### config.mk
export PLATFORM = sky130hd
export DESIGN_NAME = aeqc_top
export DESIGN_NICKNAME = d
export VERILOG_FILES = /design/src/aeqc_pkg.sv /design/src/aeqc_top.sv /design/src/aeqc_port_cap.sv
export SDC_FILE = /design/constraint.sdc
export NUM_CORES = 1
export LEC_CHECK = 0
export BUFFER_PORTS_ARGS = -buffer_cell sky130_fd_sc_hd__buf_2
export CAP_MARGIN = 10
export CORE_MARGIN = 5
export CORE_UTILIZATION = 45
export CTS_CLUSTER_DIAMETER = 60
export DETAILED_ROUTE_END_ITERATION = 8
export HOLD_SLACK_MARGIN = 0.15
export PLACE_DENSITY = 0.68
export SLEW_MARGIN = 0
export SYNTH_ARGS = -nofsm -noshare
export SYNTH_HDL_FRONTEND = slang
export SYNTH_SLANG_ARGS = --single-unit
### constraint.sdc
create_clock -name core_clk -period 4.5 [get_ports core_clk]
set_input_delay 0.9 -clock core_clk [delete_from_list [all_inputs] [get_ports core_clk]]
set_output_delay 0.9 -clock core_clk [all_outputs]
set_load 0.01 [all_outputs]
### src/aeqc_pkg.sv
package aeqc_pkg;

  // register offsets in the byte-wide local map
  localparam logic [7:0] AEQC_SFL_ADDR    = 8'h41;
  localparam logic [7:0] AEQC_CTL1_ADDR   = 8'h42;
  localparam logic [7:0] AEQC_THR_ADDR    = 8'h43;
  localparam logic [7:0] AEQC_RSV_LO_ADDR = 8'h44;
  localparam logic [7:0] AEQC_RSV_HI_ADDR = 8'h49;
  localparam logic [7:0] AEQC_CAP_ADDR    = 8'h4A;

  // field positions
  localparam int AEQC_SF_UPPER_LSB = 4;
  localparam int AEQC_SF_LOWER_LSB = 0;
  localparam int AEQC_ERRSEL_LSB   = 4;
  localparam int AEQC_CTL1_RSV_BIT = 7;
  localparam int AEQC_TWO_STEP_BIT = 2;
  localparam int AEQC_LOOP_BIT     = 1;
  localparam int AEQC_FADAPT_BIT   = 0;
  localparam int AEQC_CRC_EN_BIT   = 4;

  // reset values
  localparam logic [7:0] AEQC_SFL_RST  = 8'hA7;
  localparam logic [7:0] AEQC_CTL1_RST = 8'h71;
  localparam logic [7:0] AEQC_THR_RST  = 8'h01;
  localparam logic [7:0] AEQC_CAP_RST  = 8'h00;

  // code ranges and widths
  localparam logic [3:0] AEQC_EQ_CODE_MAX = 4'hF;
  localparam int         AEQC_RELOCK_W    = 16;
  localparam int         AEQC_NUM_PORTS   = 2;

  // adaptation sequencer states
  typedef enum logic [1:0] {
    ST_START  = 2'b00,
    ST_SETTLE = 2'b01,
    ST_VERIFY = 2'b10,
    ST_TRACK  = 2'b11
  } aeqc_state_t;

  // link error indications
  typedef struct packed {
    logic clk_err;
    logic enc_err;
    logic par_err;
  } aeqc_err_t;

  // register access request
  typedef struct packed {
    logic       wr;
    logic       rd;
    logic [7:0] addr;
    logic [7:0] wdata;
  } aeqc_reg_req_t;

endpackage

### src/aeqc_top.sv
// Summary of operation
// RULE1: upper filter limit is bits 7:4, reset 0xA, codes 0-14, centre 7.
// RULE2: lower filter limit is bits 3:0, reset 0x7, codes 0-14, centre 7.
// RULE3: sample filter setting stays between lower and upper limits always; the output resets to 0 and clamps one cycle after the limits change.
// RULE4: software keeps upper limit at or above lower limit.
// RULE5: software should write 0xA9 to the limits at initialisation.
// RULE6: software should use lower limit 0x9 in typical operation.
// RULE7: error select bits 6:4, reset 0x7: clock, encoding, parity errors.
// RULE8: selected errors are counted over half the relock period.
// RULE9: count above threshold steps to a higher equalizer setting; code takes the next candidate, the filter first when loop bit is 1.
// RULE10: in two-step mode selected errors also judge candidate settings.
// RULE11: two-step off: wait full period, accept on current lock.
// RULE12: two-step on: wait half, any error next half advances at once; the code advances only on errors enabled by the error select.
// RULE13: loop bit 0: equalizer inner loop; 1: sample filter inner loop.
// RULE14: bit 0, reset 1, lets sample filter adaptation take part.
// RULE15: threshold is 8 bits, reset 0x1, software never writes zero.
// RULE16: capability bit 4 gates the encoder crc error flag.
// RULE17: software must also clear the separate encoder crc disable bit.
// RULE18: capability register is per port, steered by port selection.
// RULE19: addresses 0x44 to 0x49 are read-only and read zero.
// RULE20: reads come from one selected port, writes go to all enabled.
// RULE21: all waits derive from the relock period input.
// RULE22: error count saturates and clears at every window start.
`timescale 1ns/1ps
module aeqc_top
  import aeqc_pkg::*;
(
  // clock and reset
  input  wire logic                     core_clk,
  input  wire logic                     rstn,
  // register access
  input  wire aeqc_reg_req_t            reg_req,
  output logic                    [7:0] reg_rdata,
  // port paging from the port-select register
  input  wire logic                     read_port_sel,
  input  wire logic               [1:0] write_port_en,
  // relock period in clock cycles
  input  wire logic [AEQC_RELOCK_W-1:0] relock_period,
  // link status from the receiver front end
  input  wire logic                     link_lock_pin,
  input  wire aeqc_err_t                link_err_pin,
  input  wire logic               [1:0] crc_err_event,
  // equalizer controls and status
  output logic                    [3:0] eq_setting,
  output logic                    [3:0] sample_filter,
  output logic                          adapt_locked,
  output logic                    [1:0] crc_error_flag
);

  logic [7:0]  sample_filter_limits;
  logic [7:0]  equalizer_control_one;
  logic [7:0]  adapt_error_limit;
  logic [7:0]  cap_val [AEQC_NUM_PORTS];
  logic [3:0]  lim_up;
  logic [3:0]  lim_lo;
  logic [2:0]  adapt_error_select;
  logic        two_step_validate;
  logic        loop_order_select;
  logic        filter_adapt_allow;
  logic [3:0]  sync1;
  logic [3:0]  sync2;
  logic [3:0]  sync3;
  logic [3:0]  link_filt;
  logic [2:0]  err_prev;
  logic        err_pulse;
  logic        lock_now;
  aeqc_state_t state;
  aeqc_state_t next_state;
  logic [AEQC_RELOCK_W-1:0] cnt;
  logic [AEQC_RELOCK_W-1:0] full_len;
  logic [AEQC_RELOCK_W-1:0] half_len;
  logic [AEQC_RELOCK_W-1:0] cur_len;
  logic        win_done;
  logic        advance;
  logic [7:0]  err_cnt;
  logic [3:0]  eq_code;
  logic [3:0]  sf_code;
  logic [3:0]  next_eq;
  logic [3:0]  next_sf;
  logic        hit_sfl;
  logic        hit_ctl1;
  logic        hit_thr;
  logic        hit_cap;

  // field views
  assign lim_up             = sample_filter_limits[AEQC_SF_UPPER_LSB+:4];
  assign lim_lo             = sample_filter_limits[AEQC_SF_LOWER_LSB+:4];
  assign adapt_error_select = equalizer_control_one[AEQC_ERRSEL_LSB+:3];
  assign two_step_validate  = equalizer_control_one[AEQC_TWO_STEP_BIT];
  assign loop_order_select  = equalizer_control_one[AEQC_LOOP_BIT];
  assign filter_adapt_allow = equalizer_control_one[AEQC_FADAPT_BIT];

  // address decode
  assign hit_sfl  = (reg_req.addr == AEQC_SFL_ADDR);
  assign hit_ctl1 = (reg_req.addr == AEQC_CTL1_ADDR);
  assign hit_thr  = (reg_req.addr == AEQC_THR_ADDR);
  assign hit_cap  = (reg_req.addr == AEQC_CAP_ADDR);

  // shared registers
  always_ff @(posedge core_clk)
  begin
    if (!rstn)
    begin
      sample_filter_limits  <= AEQC_SFL_RST;  // [RULE1] [RULE2]
      equalizer_control_one <= AEQC_CTL1_RST; // [RULE7] [RULE11] [RULE14]
      adapt_error_limit     <= AEQC_THR_RST;  // [RULE15]
    end
    else if (reg_req.wr)
    begin
      if (hit_sfl)
        sample_filter_limits <= reg_req.wdata;
      if (hit_ctl1)
        equalizer_control_one <= {1'b0, reg_req.wdata[6:0]};
      if (hit_thr)
        adapt_error_limit <= reg_req.wdata;
    end
  end

  // per-port capability registers, broadcast writes
  genvar p;
  generate
    for (p = 0; p < AEQC_NUM_PORTS; p++)
    begin : g_port
      aeqc_port_cap u_cap (
        .core_clk   (core_clk),
        .rstn       (rstn),
        .wr_en      (reg_req.wr & hit_cap & write_port_en[p]), // [RULE20]
        .wdata      (reg_req.wdata),
        .cap        (cap_val[p]),
        .crc_err_in (crc_err_event[p]),
        .crc_flag   (crc_error_flag[p])
      );
    end
  endgenerate

  // registered read data, unmapped and reserved read zero
  always_ff @(posedge core_clk)
  begin
    if (!rstn)
      reg_rdata <= 8'h00;
    else if (reg_req.rd)
    begin
      if (hit_sfl)
        reg_rdata <= sample_filter_limits;
      else if (hit_ctl1)
        reg_rdata <= equalizer_control_one;
      else if (hit_thr)
        reg_rdata <= adapt_error_limit;
      else if (hit_cap)
        reg_rdata <= cap_val[read_port_sel]; // [RULE18] [RULE20]
      else
        reg_rdata <= 8'h00; // [RULE19]
    end
  end

  // three-stage synchroniser, change accepted when stages two and three agree
  always_ff @(posedge core_clk)
  begin
    if (!rstn)
    begin
      sync1     <= 4'h0;
      sync2     <= 4'h0;
      sync3     <= 4'h0;
      link_filt <= 4'h0;
    end
    else
    begin
      sync1 <= {link_lock_pin, link_err_pin};
      sync2 <= sync1;
      sync3 <= sync2;
      for (int i = 0; i < 4; i++)
        if (sync2[i] == sync3[i])
          link_filt[i] <= sync3[i];
    end
  end

  // error rising edges, gated by the error select
  always_ff @(posedge core_clk)
  begin
    if (!rstn)
      err_prev <= 3'h0;
    else
      err_prev <= link_filt[2:0];
  end

  assign lock_now  = link_filt[3];
  assign err_pulse = |(link_filt[2:0] & ~err_prev & adapt_error_select); // [RULE7]

  // window lengths from the relock period
  always_comb
  begin
    full_len = (relock_period == '0) ? 16'h0001 : relock_period; // [RULE21]
    half_len = (relock_period[15:1] == '0) ? 16'h0001
             : {1'b0, relock_period[15:1]}; // [RULE8] [RULE21]
    if (state == ST_SETTLE && !two_step_validate)
      cur_len = full_len; // [RULE11]
    else
      cur_len = half_len; // [RULE12]
  end

  assign win_done = (cnt >= cur_len - 16'h0001);

  // next candidate setting in loop order
  always_comb
  begin
    next_eq = eq_code;
    next_sf = sf_code;
    if (!filter_adapt_allow)
      next_eq = (eq_code == AEQC_EQ_CODE_MAX) ? 4'h0 : eq_code + 4'h1; // [RULE14]
    else if (!loop_order_select)
    begin
      if (eq_code != AEQC_EQ_CODE_MAX)
        next_eq = eq_code + 4'h1; // [RULE13]
      else
      begin
        next_eq = 4'h0;
        next_sf = (sf_code >= lim_up) ? lim_lo : sf_code + 4'h1;
      end
    end
    else
    begin
      if (sf_code < lim_up)
        next_sf = sf_code + 4'h1; // [RULE13]
      else
      begin
        next_sf = lim_lo;
        next_eq = (eq_code == AEQC_EQ_CODE_MAX) ? 4'h0 : eq_code + 4'h1;
      end
    end
  end

  // state transitions
  always_comb
  begin
    next_state = state;
    advance    = 1'b0;
    case (state)
      ST_START:
        next_state = ST_SETTLE;
      ST_SETTLE:
        if (win_done)
        begin
          if (two_step_validate)
            next_state = ST_VERIFY; // [RULE12]
          else if (lock_now)
            next_state = ST_TRACK; // [RULE11]
          else
            advance = 1'b1;
        end
      ST_VERIFY:
        if (err_pulse)
        begin
          advance    = 1'b1; // [RULE10] [RULE12]
          next_state = ST_SETTLE;
        end
        else if (win_done)
        begin
          if (lock_now)
            next_state = ST_TRACK;
          else
          begin
            advance    = 1'b1;
            next_state = ST_SETTLE;
          end
        end
      ST_TRACK:
        if (!lock_now || (win_done && err_cnt > adapt_error_limit))
        begin
          advance    = 1'b1; // [RULE9]
          next_state = ST_SETTLE;
        end
      default:
        next_state = ST_START;
    endcase
  end

  // state register and window counter
  always_ff @(posedge core_clk)
  begin
    if (!rstn)
    begin
      state <= ST_START;
      cnt   <= '0;
    end
    else
    begin
      state <= next_state;
      if (next_state != state || advance || win_done)
        cnt <= '0;
      else
        cnt <= cnt + 16'h0001;
    end
  end

  // saturating error accumulator, cleared at each window start
  always_ff @(posedge core_clk)
  begin
    if (!rstn)
      err_cnt <= 8'h00;
    else if (state != ST_TRACK || win_done)
      err_cnt <= 8'h00; // [RULE22]
    else if (err_pulse && err_cnt != 8'hFF)
      err_cnt <= err_cnt + 8'h01; // [RULE8] [RULE22]
  end

  // candidate equalizer and filter codes
  always_ff @(posedge core_clk)
  begin
    if (!rstn)
    begin
      eq_code <= 4'h0;
      sf_code <= 4'h0;
    end
    else if (state == ST_START)
    begin
      eq_code <= 4'h0;
      sf_code <= lim_lo;
    end
    else if (advance)
    begin
      eq_code <= next_eq;
      sf_code <= next_sf;
    end
  end

  // outputs, filter clamped into its limits
  always_ff @(posedge core_clk)
  begin
    if (!rstn)
    begin
      eq_setting    <= 4'h0;
      sample_filter <= 4'h0;
      adapt_locked  <= 1'b0;
    end
    else
    begin
      eq_setting   <= eq_code;
      adapt_locked <= (state == ST_TRACK);
      if (sf_code < lim_lo)
        sample_filter <= lim_lo; // [RULE3]
      else if (sf_code > lim_up)
        sample_filter <= lim_up; // [RULE3]
      else
        sample_filter <= sf_code;
    end
  end
endmodule // aeqc_top

### src/aeqc_port_cap.sv
`timescale 1ns/1ps
module aeqc_port_cap
  import aeqc_pkg::*;
(
  // clock and reset
  input  wire logic       core_clk,
  input  wire logic       rstn,
  // register write
  input  wire logic       wr_en,
  input  wire logic [7:0] wdata,
  output logic      [7:0] cap,
  // crc event and flag
  input  wire logic       crc_err_in,
  output logic            crc_flag
);

  // capability register, all bits writable
  always_ff @(posedge core_clk)
  begin
    if (!rstn)
      cap <= AEQC_CAP_RST;
    else if (wr_en)
      cap <= wdata;
  end

  // crc flag passes only while enabled
  always_ff @(posedge core_clk)
  begin
    if (!rstn)
      crc_flag <= 1'b0;
    else
      crc_flag <= crc_err_in & cap[AEQC_CRC_EN_BIT]; // [RULE16]
  end
endmodule // aeqc_port_cap

==> flow_summary.json, run 1 <==
{
  "io_pins": 64,
  "antenna_cells": 0,
  "p_leak_uw": 0.00302,
  "viasPerCell": 5.51,
  "dpl-instance-area_um2": 6500,
  "ys_types": 62,
  "synthSimpleGateAreaFrac": 0.234,
  "async_reset_ff_frac": 0,
  "report.final.slew_viol_count": 0,
  "cap_viol_max_count": 0,
  "initial_core_util": 0.454,
  "crit_path_start_kind": "flop",
  "hold_path_end": "sync2[3]",
  "synth_top_family_by_area": "simple AND/OR/NAND/NOR gates",
  "cts_max_level": 3,
  "relSlewSlack": 0.309,
  "synth-edff-count": 0,
  "vias": 5137,
  "synth_most_common_cell": "dfxtp_1",
  "cts_buffer_depth": 2,
  "holdPathStages": 1,
  "die_w_um": 125,
  "cts_tree": "yes",
  "total_power_uw": 1940,
  "final_cell_count_no_fill": 932,
  "max_stage_delay_ps": 450,
  "reg2reg_from": "state[1]",
  "synth.area.mux_share": 0.0987,
  "critical_path_depth": 17,
  "ys_seq_area_frac": 0.374,
  "pre_cts_slack_ps": -206,
  "reg2reg_depth": 17,
  "slowest_stage": "or3b_4",
  "crit_top_cell": "a31oi_1",
  "crit_path_end_kind": "flop",
  "synth-compound-area-share": 0.141,
  "place_inst": 914,
  "worstSetupPathType": "reg2reg",
  "drt_wl_total_um": 14200,
  "synth_area_leaders": "dfxtp_1, mux2i_1, ha_1",
  "netlist_area_um2": 5940,
  "clk_pin_slew_worst_paths_ps": 80,
  "cts_num_sinks": 111,
  "r2r_end": "sf_code[0]",
  "fin_crit_sh": 0.953,
  "finClkSkew_ps": 10.2,
  "grt_pass1_wl_um": 23900,
  "synth_cells": 683,
  "cts-root-buf": "clkbuf_16",
  "drc": 0,
  "crit_fanout": 5,
  "synth-main-ff-cell": "dfxtp_1",
  "grt_pass1_vias": 4966,
  "grt_usage": 0.182,
  "layout_setup_ws_ps": 214,
  "antenna_found_initial": 0,
  "min_period_ps": 4290,
  "portBuffers": 63,
  "r2r_slack_ps": 210,
  "grt_max_degree": 59,
  "layout-drive-gt1-share": 0.155,
  "ant_nets": 0,
  "crit_buf_inv": 0,
  "synthXorXnorAreaFrac": 0.0368,
  "grt-ovfl-total": 0,
  "worst_pin_slew_ps": 1040,
  "ir_drop_v": 0.000229,
  "status": "finished clean",
  "fin_util": 0.523,
  "firstDrtPassIters": 6,
  "crit_required_ps": 4690,
  "power.density_nw_per_um2": 283,
  "finalInstanceArea_um2": 6840,
  "crit_family": "compound AO/OA/AOI/OAI gates",
  "fmax_ghz": 0.233,
  "holdCritPathClass": "reg2reg",
  "fin_nets": 832,
  "place.gp.congestion": 0.871,
  "worstHoldStart": "sync1[3]",
  "synth_nets": 764,
  "syn_area_per_cell_um2": 8.70,
  "finalHoldViolCount": 0,
  "cp.arrival_ps": 4470,
  "drtIter0Drc": 327,
  "clkLatencyLatePin_ps": 350,
  "core_um2": 13100,
  "routedWlPerCell_um": 15.3,
  "yosys_warnings": 0,
  "yosys.area.top_type_share": 0.374,
  "die_area_um2": 15600,
  "cts_made_buffers": 9,
  "synth_seq_cells": 111,
  "cts_hold_buffers": 0,
  "synth_common_cells": "dfxtp_1, nor2_1, nand2_1",
  "yosys.area.top_type": "dfxtp_1",
  "detailed_place_hpwl_um": 10500,
  "synth-adder-area-share": 0.0758,
  "synthToLayoutAreaGrowth_pct": 15.1,
  "rows": 42,
  "setup_viol": 0,
  "cp_cell_sequence": "or3b_4 -> mux2i_4 -> o21a_1 -> ha_2 -> and3_4 -> nand4b_1 -> a2111o_1 -> o31a_1 -> a31oi_1 -> ha_1 -> a21oi_2 -> nand2_1 -> a221oi_4 -> o211ai_1 -> a31oi_2 -> nand3b_1 -> a31oi_1",
  "fp.dieH_um": 125
}
-- cells by family (layout without fill, tap and decap cells) --
family,count (synthesis),after routing
simple gates,269,269
compound gates,127,127
flops,111,111
mux,58,58
buf+inv,57,130
fa+ha+maj,36,36
xor+xnor,25,25
-- where the power goes --
part,switching (µW),internal (µW)
clock,367,382
combinational,107,79.4
sequential,8.44,993
-- flip-flops by register name, summed over array words and instances, names as in the netlist --
register	flops
sync2	4
sample_filter_limits	8
err_cnt	8
g_port.u_cap.cap	16
reg_rdata	8
err_prev	3
sync3	4
sync1	4
link_filt	4
g_port.u_cap.crc_flag	2
adapt_error_limit	8
sample_filter	4
equalizer_control_one	7
eq_code	4
state	2
sf_code	4
cnt	16
adapt_locked	1
eq_setting	4
-- per-stage QoR --
step                      hold slack (ps)  setup TNS, ps
after floorplan                       412              0
after global placement                422          -43.6
after detailed placement              419          -1900
after CTS                             439              0
after global routing                  469          -28.2
final                                 430              0
-- per-layer routing --
layer / GRT usage / vias up / share of wire
met1: 0.239 / 2421 / 0.46
met3: 0.0369 / 30 / 0.046
li1: - / 2560 / -
met2: 0.306 / 126 / 0.48
met5: 0 / - / 0
met4: 0.0510 / 0 / 0.018
-- area by class of cell --
cell class                      instances  area (µm²)
Timing Repair Buffer                   84         477
Tap cell                              176         220
Sequential cell                       111        2220
Fill cell                            1209        6250
Clock buffer                           11         233
Clock inverter                          5        41.3
Inverter                               30         113
Multi-Input combinational cell        515        3530
-- worst max-delay path by stage --
stage / startpoint / endpoint / slack (ps)
floorplan: relock_period[8] / eq_code[3] / 4
global placement: relock_period[1] / sf_code[1] / -30
detailed placement: relock_period[1] / sf_code[1] / -210
CTS: equalizer_control_one[2] / sf_code[0] / 4
global route: relock_period[2] / eq_code[0] / -30
finish: state[1] / sf_code[0] / 210
-- worst register-to-register path, cell delays in order (launching register included) --
cell,delay [ps]
dfxtp_1,320
or3b_4,450
mux2i_4,190
o21a_1,180
ha_2,200
and3_4,180
nand4b_1,110
a2111o_1,370
o31a_1,320
a31oi_1,160
ha_1,290
a21oi_2,150
nand2_1,100
a221oi_4,300
o211ai_1,220
a31oi_2,320
nand3b_1,160
a31oi_1,110
-- cells in the final DEF, fill, tap and decap left out, types with 4 or more instances in the layout --
master,synthesis,routed
nand3b_1,6,6
and3_1,12,11
a211oi_1,8,8
nand4_1,9,9
a31oi_1,7,6
nor3_1,5,5
nand2b_1,13,13
buf_4,3,20
nor2_1,63,63
nor3b_1,4,4
o21a_1,5,5
o21ai_0,17,17
ha_1,36,35
and2_1,23,23
nand3_1,22,22
mux2i_1,55,55
or3_1,6,6
o32ai_1,7,7
nand2_1,59,59
a21oi_1,40,38
nor2b_1,28,28
o21ai_1,4,4
nor4_1,6,6
dfxtp_1,111,111
buf_2,3,63
inv_1,30,29
o211ai_1,15,15
clkbuf_16,0,9
xor2_1,14,14
xnor2_1,11,11
-- repair_timing --
item	4_1_cts	5_1_grt
hold endpoints to repair	0	0
gates resized for setup	0	9
setup endpoints to repair	0	34
setup buffers	0	2
Note: power is estimated with default switching activity, not from simulation.
==> run 2, diff against run 1 <==
CELL_PAD_IN_SITES_DETAIL_PLACEMENT = 0   (was default)
CELL_PAD_IN_SITES_GLOBAL_PLACEMENT = 2   (was default)
CORE_UTILIZATION = 32   (was 45)
PLACE_DENSITY = 0.77   (was 0.68)
SYNTH_HIERARCHICAL = 1   (was default)
==> flow_summary.json, run 2 <==
{
  "grt_usage": 0.152,
  "grt-ovfl-total": 0,
  "grt_pass1_wl_um": 26600,
  "fin_util": 0.411,
  "cts_made_buffers": 9,
  "reg2reg_depth": 19,
  "synth_most_common_cell": "dfxtp_1",
  "cts_hold_buffers": 0,
  "switching_share": 0.248,
  "layout_setup_ws_ps": -289,
  "firstDrtPassIters": 5,
  "internal_power_uw": 1500,
  "dpl-instance-area_um2": 6850,
  "clk_pin_slew_worst_paths_ps": 70,
  "synth_area_leaders": "dfxtp_1, ha_1, a21oi_1",
  "synth_nets": 779,
  "finClkSkew_ps": 15.1,
  "initial_core_util": 0.328,
  "vias": 5394,
  "fin_nets": 889,
  "worst_pin_slew_ps": 1010,
  "p_comb_frac": 0.105,
  "ys_types": 63,
  "violations": "setup timing",
  "fin_crit_sh": 1.06,
  "crit_path_start_kind": "input pin",
  "detailed_place_hpwl_um": 11800,
  "synth_seq_cells": 111,
  "cts_tree": "yes",
  "cts_num_sinks": 111,
  "cts_max_level": 3,
  "setup_viol": 33,
  "synth_cells": 698,
  "cap_viol_max_count": 0,
  "fmax_ghz": 0.209,
  "async_reset_ff_frac": 0,
  "rows": 49,
  "ir_drop_v": 0.000165,
  "holdPathStages": 1,
  "io_pins": 64,
  "multi_input_area_um2": 3720,
  "ant_nets": 0,
  "drc": 0,
  "worstSetupPathType": "in2reg",
  "yosys.area.top_type": "dfxtp_1",
  "drt_wl_total_um": 16200,
  "synthToLayoutAreaGrowth_pct": 25.6,
  "yosys_warnings": 6,
  "report.final.slew_viol_count": 0,
  "switchingPower_uw": 496,
  "synth_common_cells": "dfxtp_1, nor2_1, nand2_1",
  "drtIter0Drc": 376,
  "final_common_cell": "dfxtp_1",
  "syn_area_per_cell_um2": 8.49,
  "layout-drive-gt1-share": 0.242,
  "die_w_um": 146,
  "grt_max_degree": 51,
  "place.gp.congestion": 0.832,
  "viasPerCell": 5.18,
  "power_frac_seq": 0.501,
  "hold_slack_ps": 434,
  "fp.dieH_um": 146,
  "antenna_found_initial": 0,
  "die_area_um2": 21300,
  "holdCritPathClass": "reg2reg",
  "p_leak_uw": 0.00300,
  "core_um2": 18100,
  "crit_path_end_kind": "flop",
  "final_cell_mix": "dfxtp_1, nand2_1, buf_2",
  "cts_buffer_depth": 2,
  "synth-edff-count": 0,
  "netlist_area_um2": 5930,
  "synth-main-ff-cell": "dfxtp_1",
  "status": "finished, violations left",
  "finalHoldViolCount": 0,
  "cp.arrival_ps": 5070,
  "crit_required_ps": 4780,
  "routedWlPerCell_um": 15.5,
  "regArea_um2": 2220,
  "portBuffers": 63,
  "clock_power_share": 0.394,
  "reg_top3": "cnt: 16 flops, g_port.u_cap/cap: 16 flops",
  "yosys.area.top_type_share": 0.375,
  "finalInstanceArea_um2": 7440,
  "relSlewSlack": 0.322,
  "ys_seq_area_frac": 0.375,
  "num-fill-cells": 1832,
  "clkLatencyLatePin_ps": 360,
  "rsz0062_at_grt": "yes",
  "min_period_ps": 4790,
  "grt_pass1_vias": 5362,
  "antenna_cells": 0,
  "crit_fanout": 7,
  "cts-root-buf": "clkbuf_16",
  "power.density_nw_per_um2": 268
}
[run 2: kinds of logic after synthesis]
kind of cell               Yosys count  synth area share
and+or+nand+nor                    290             0.251
AOI/OAI and AO/OA                  147             0.157
DFF                                111             0.375
buffers and inverters               51            0.0365
muxes                               40            0.0697
adders and majority gates           36            0.0760
xor gates and xnor gates            23            0.0340
[run 2: worst max-delay path, cell delays in order]
cell	delay (ps)
buf_6	90
or4_4	530
or4_4	510
o21ai_4	160
a21oi_2	60
ha_2	200
nand2_4	80
nor4_4	40
nand2_2	110
mux2_4	300
o31a_1	290
ha_1	310
and4_1	180
a211o_1	350
nor3_4	220
nand4bb_4	220
a21boi_4	100
o32a_1	310
a21oi_1	120
[run 2: worst paths after layout]
path	slack [ps]	to	from
max	-290	sf_code[0]	relock_period[11]
min	430	sync2[1]	sync1[1]
max reg2reg	60	sf_code[0]	equalizer_control_one[2]
min reg2reg	430	sync2[1]	sync1[1]
[run 2: through the flow]
step	instances	total power, µW	setup TNS (ps)	setup slack [ps]
floorplan	698	1120	-7030	-439
global placement	1009	1200	-18730	-710
detailed placement	1009	1210	-21530	-839
CTS	1037	2020	-4700	-272
global route	1042	2100	-13240	-484
finish	1042	2000	-7360	-289
[run 2: metal layers]
layer	vias to the layer above	part of all wire	track usage
met4	0	0.019	0.0522
met1	2541	0.46	0.194
met2	114	0.48	0.258
met3	22	0.039	0.0273
met5	-	0	0
li1	2717	-	-
[run 2: layout make-up]
class | instances | share of cell area
Inverter | 26 | 0.0131
Clock inverter | 5 | 0.00521
Multi-Input combinational cell | 536 | 0.500
Timing Repair Buffer | 124 | 0.110
Sequential cell | 111 | 0.299
Clock buffer | 11 | 0.0340
Tap cell | 229 | 0.0385
[run 2: what timing repair did]
item,CTS,global route
setup buffers,13,6
resized for setup,17,25
endpoints found under the setup margin,34,34
cloned,1,0
endpoints found under the hold margin,0,0
pin swaps,25,6
[run 2: power by group through the flow]
stage | combinational (µW) | clock [µW] | sequential [µW]
6_report | 209 | 787 | 1000
5_1_grt | 232 | 862 | 1000
4_1_cts | 203 | 813 | 1000
3_5_place_dp | 186 | 0 | 1020
3_3_place_gp | 182 | 0 | 1020
2_1_floorplan | 101 | 0 | 1020
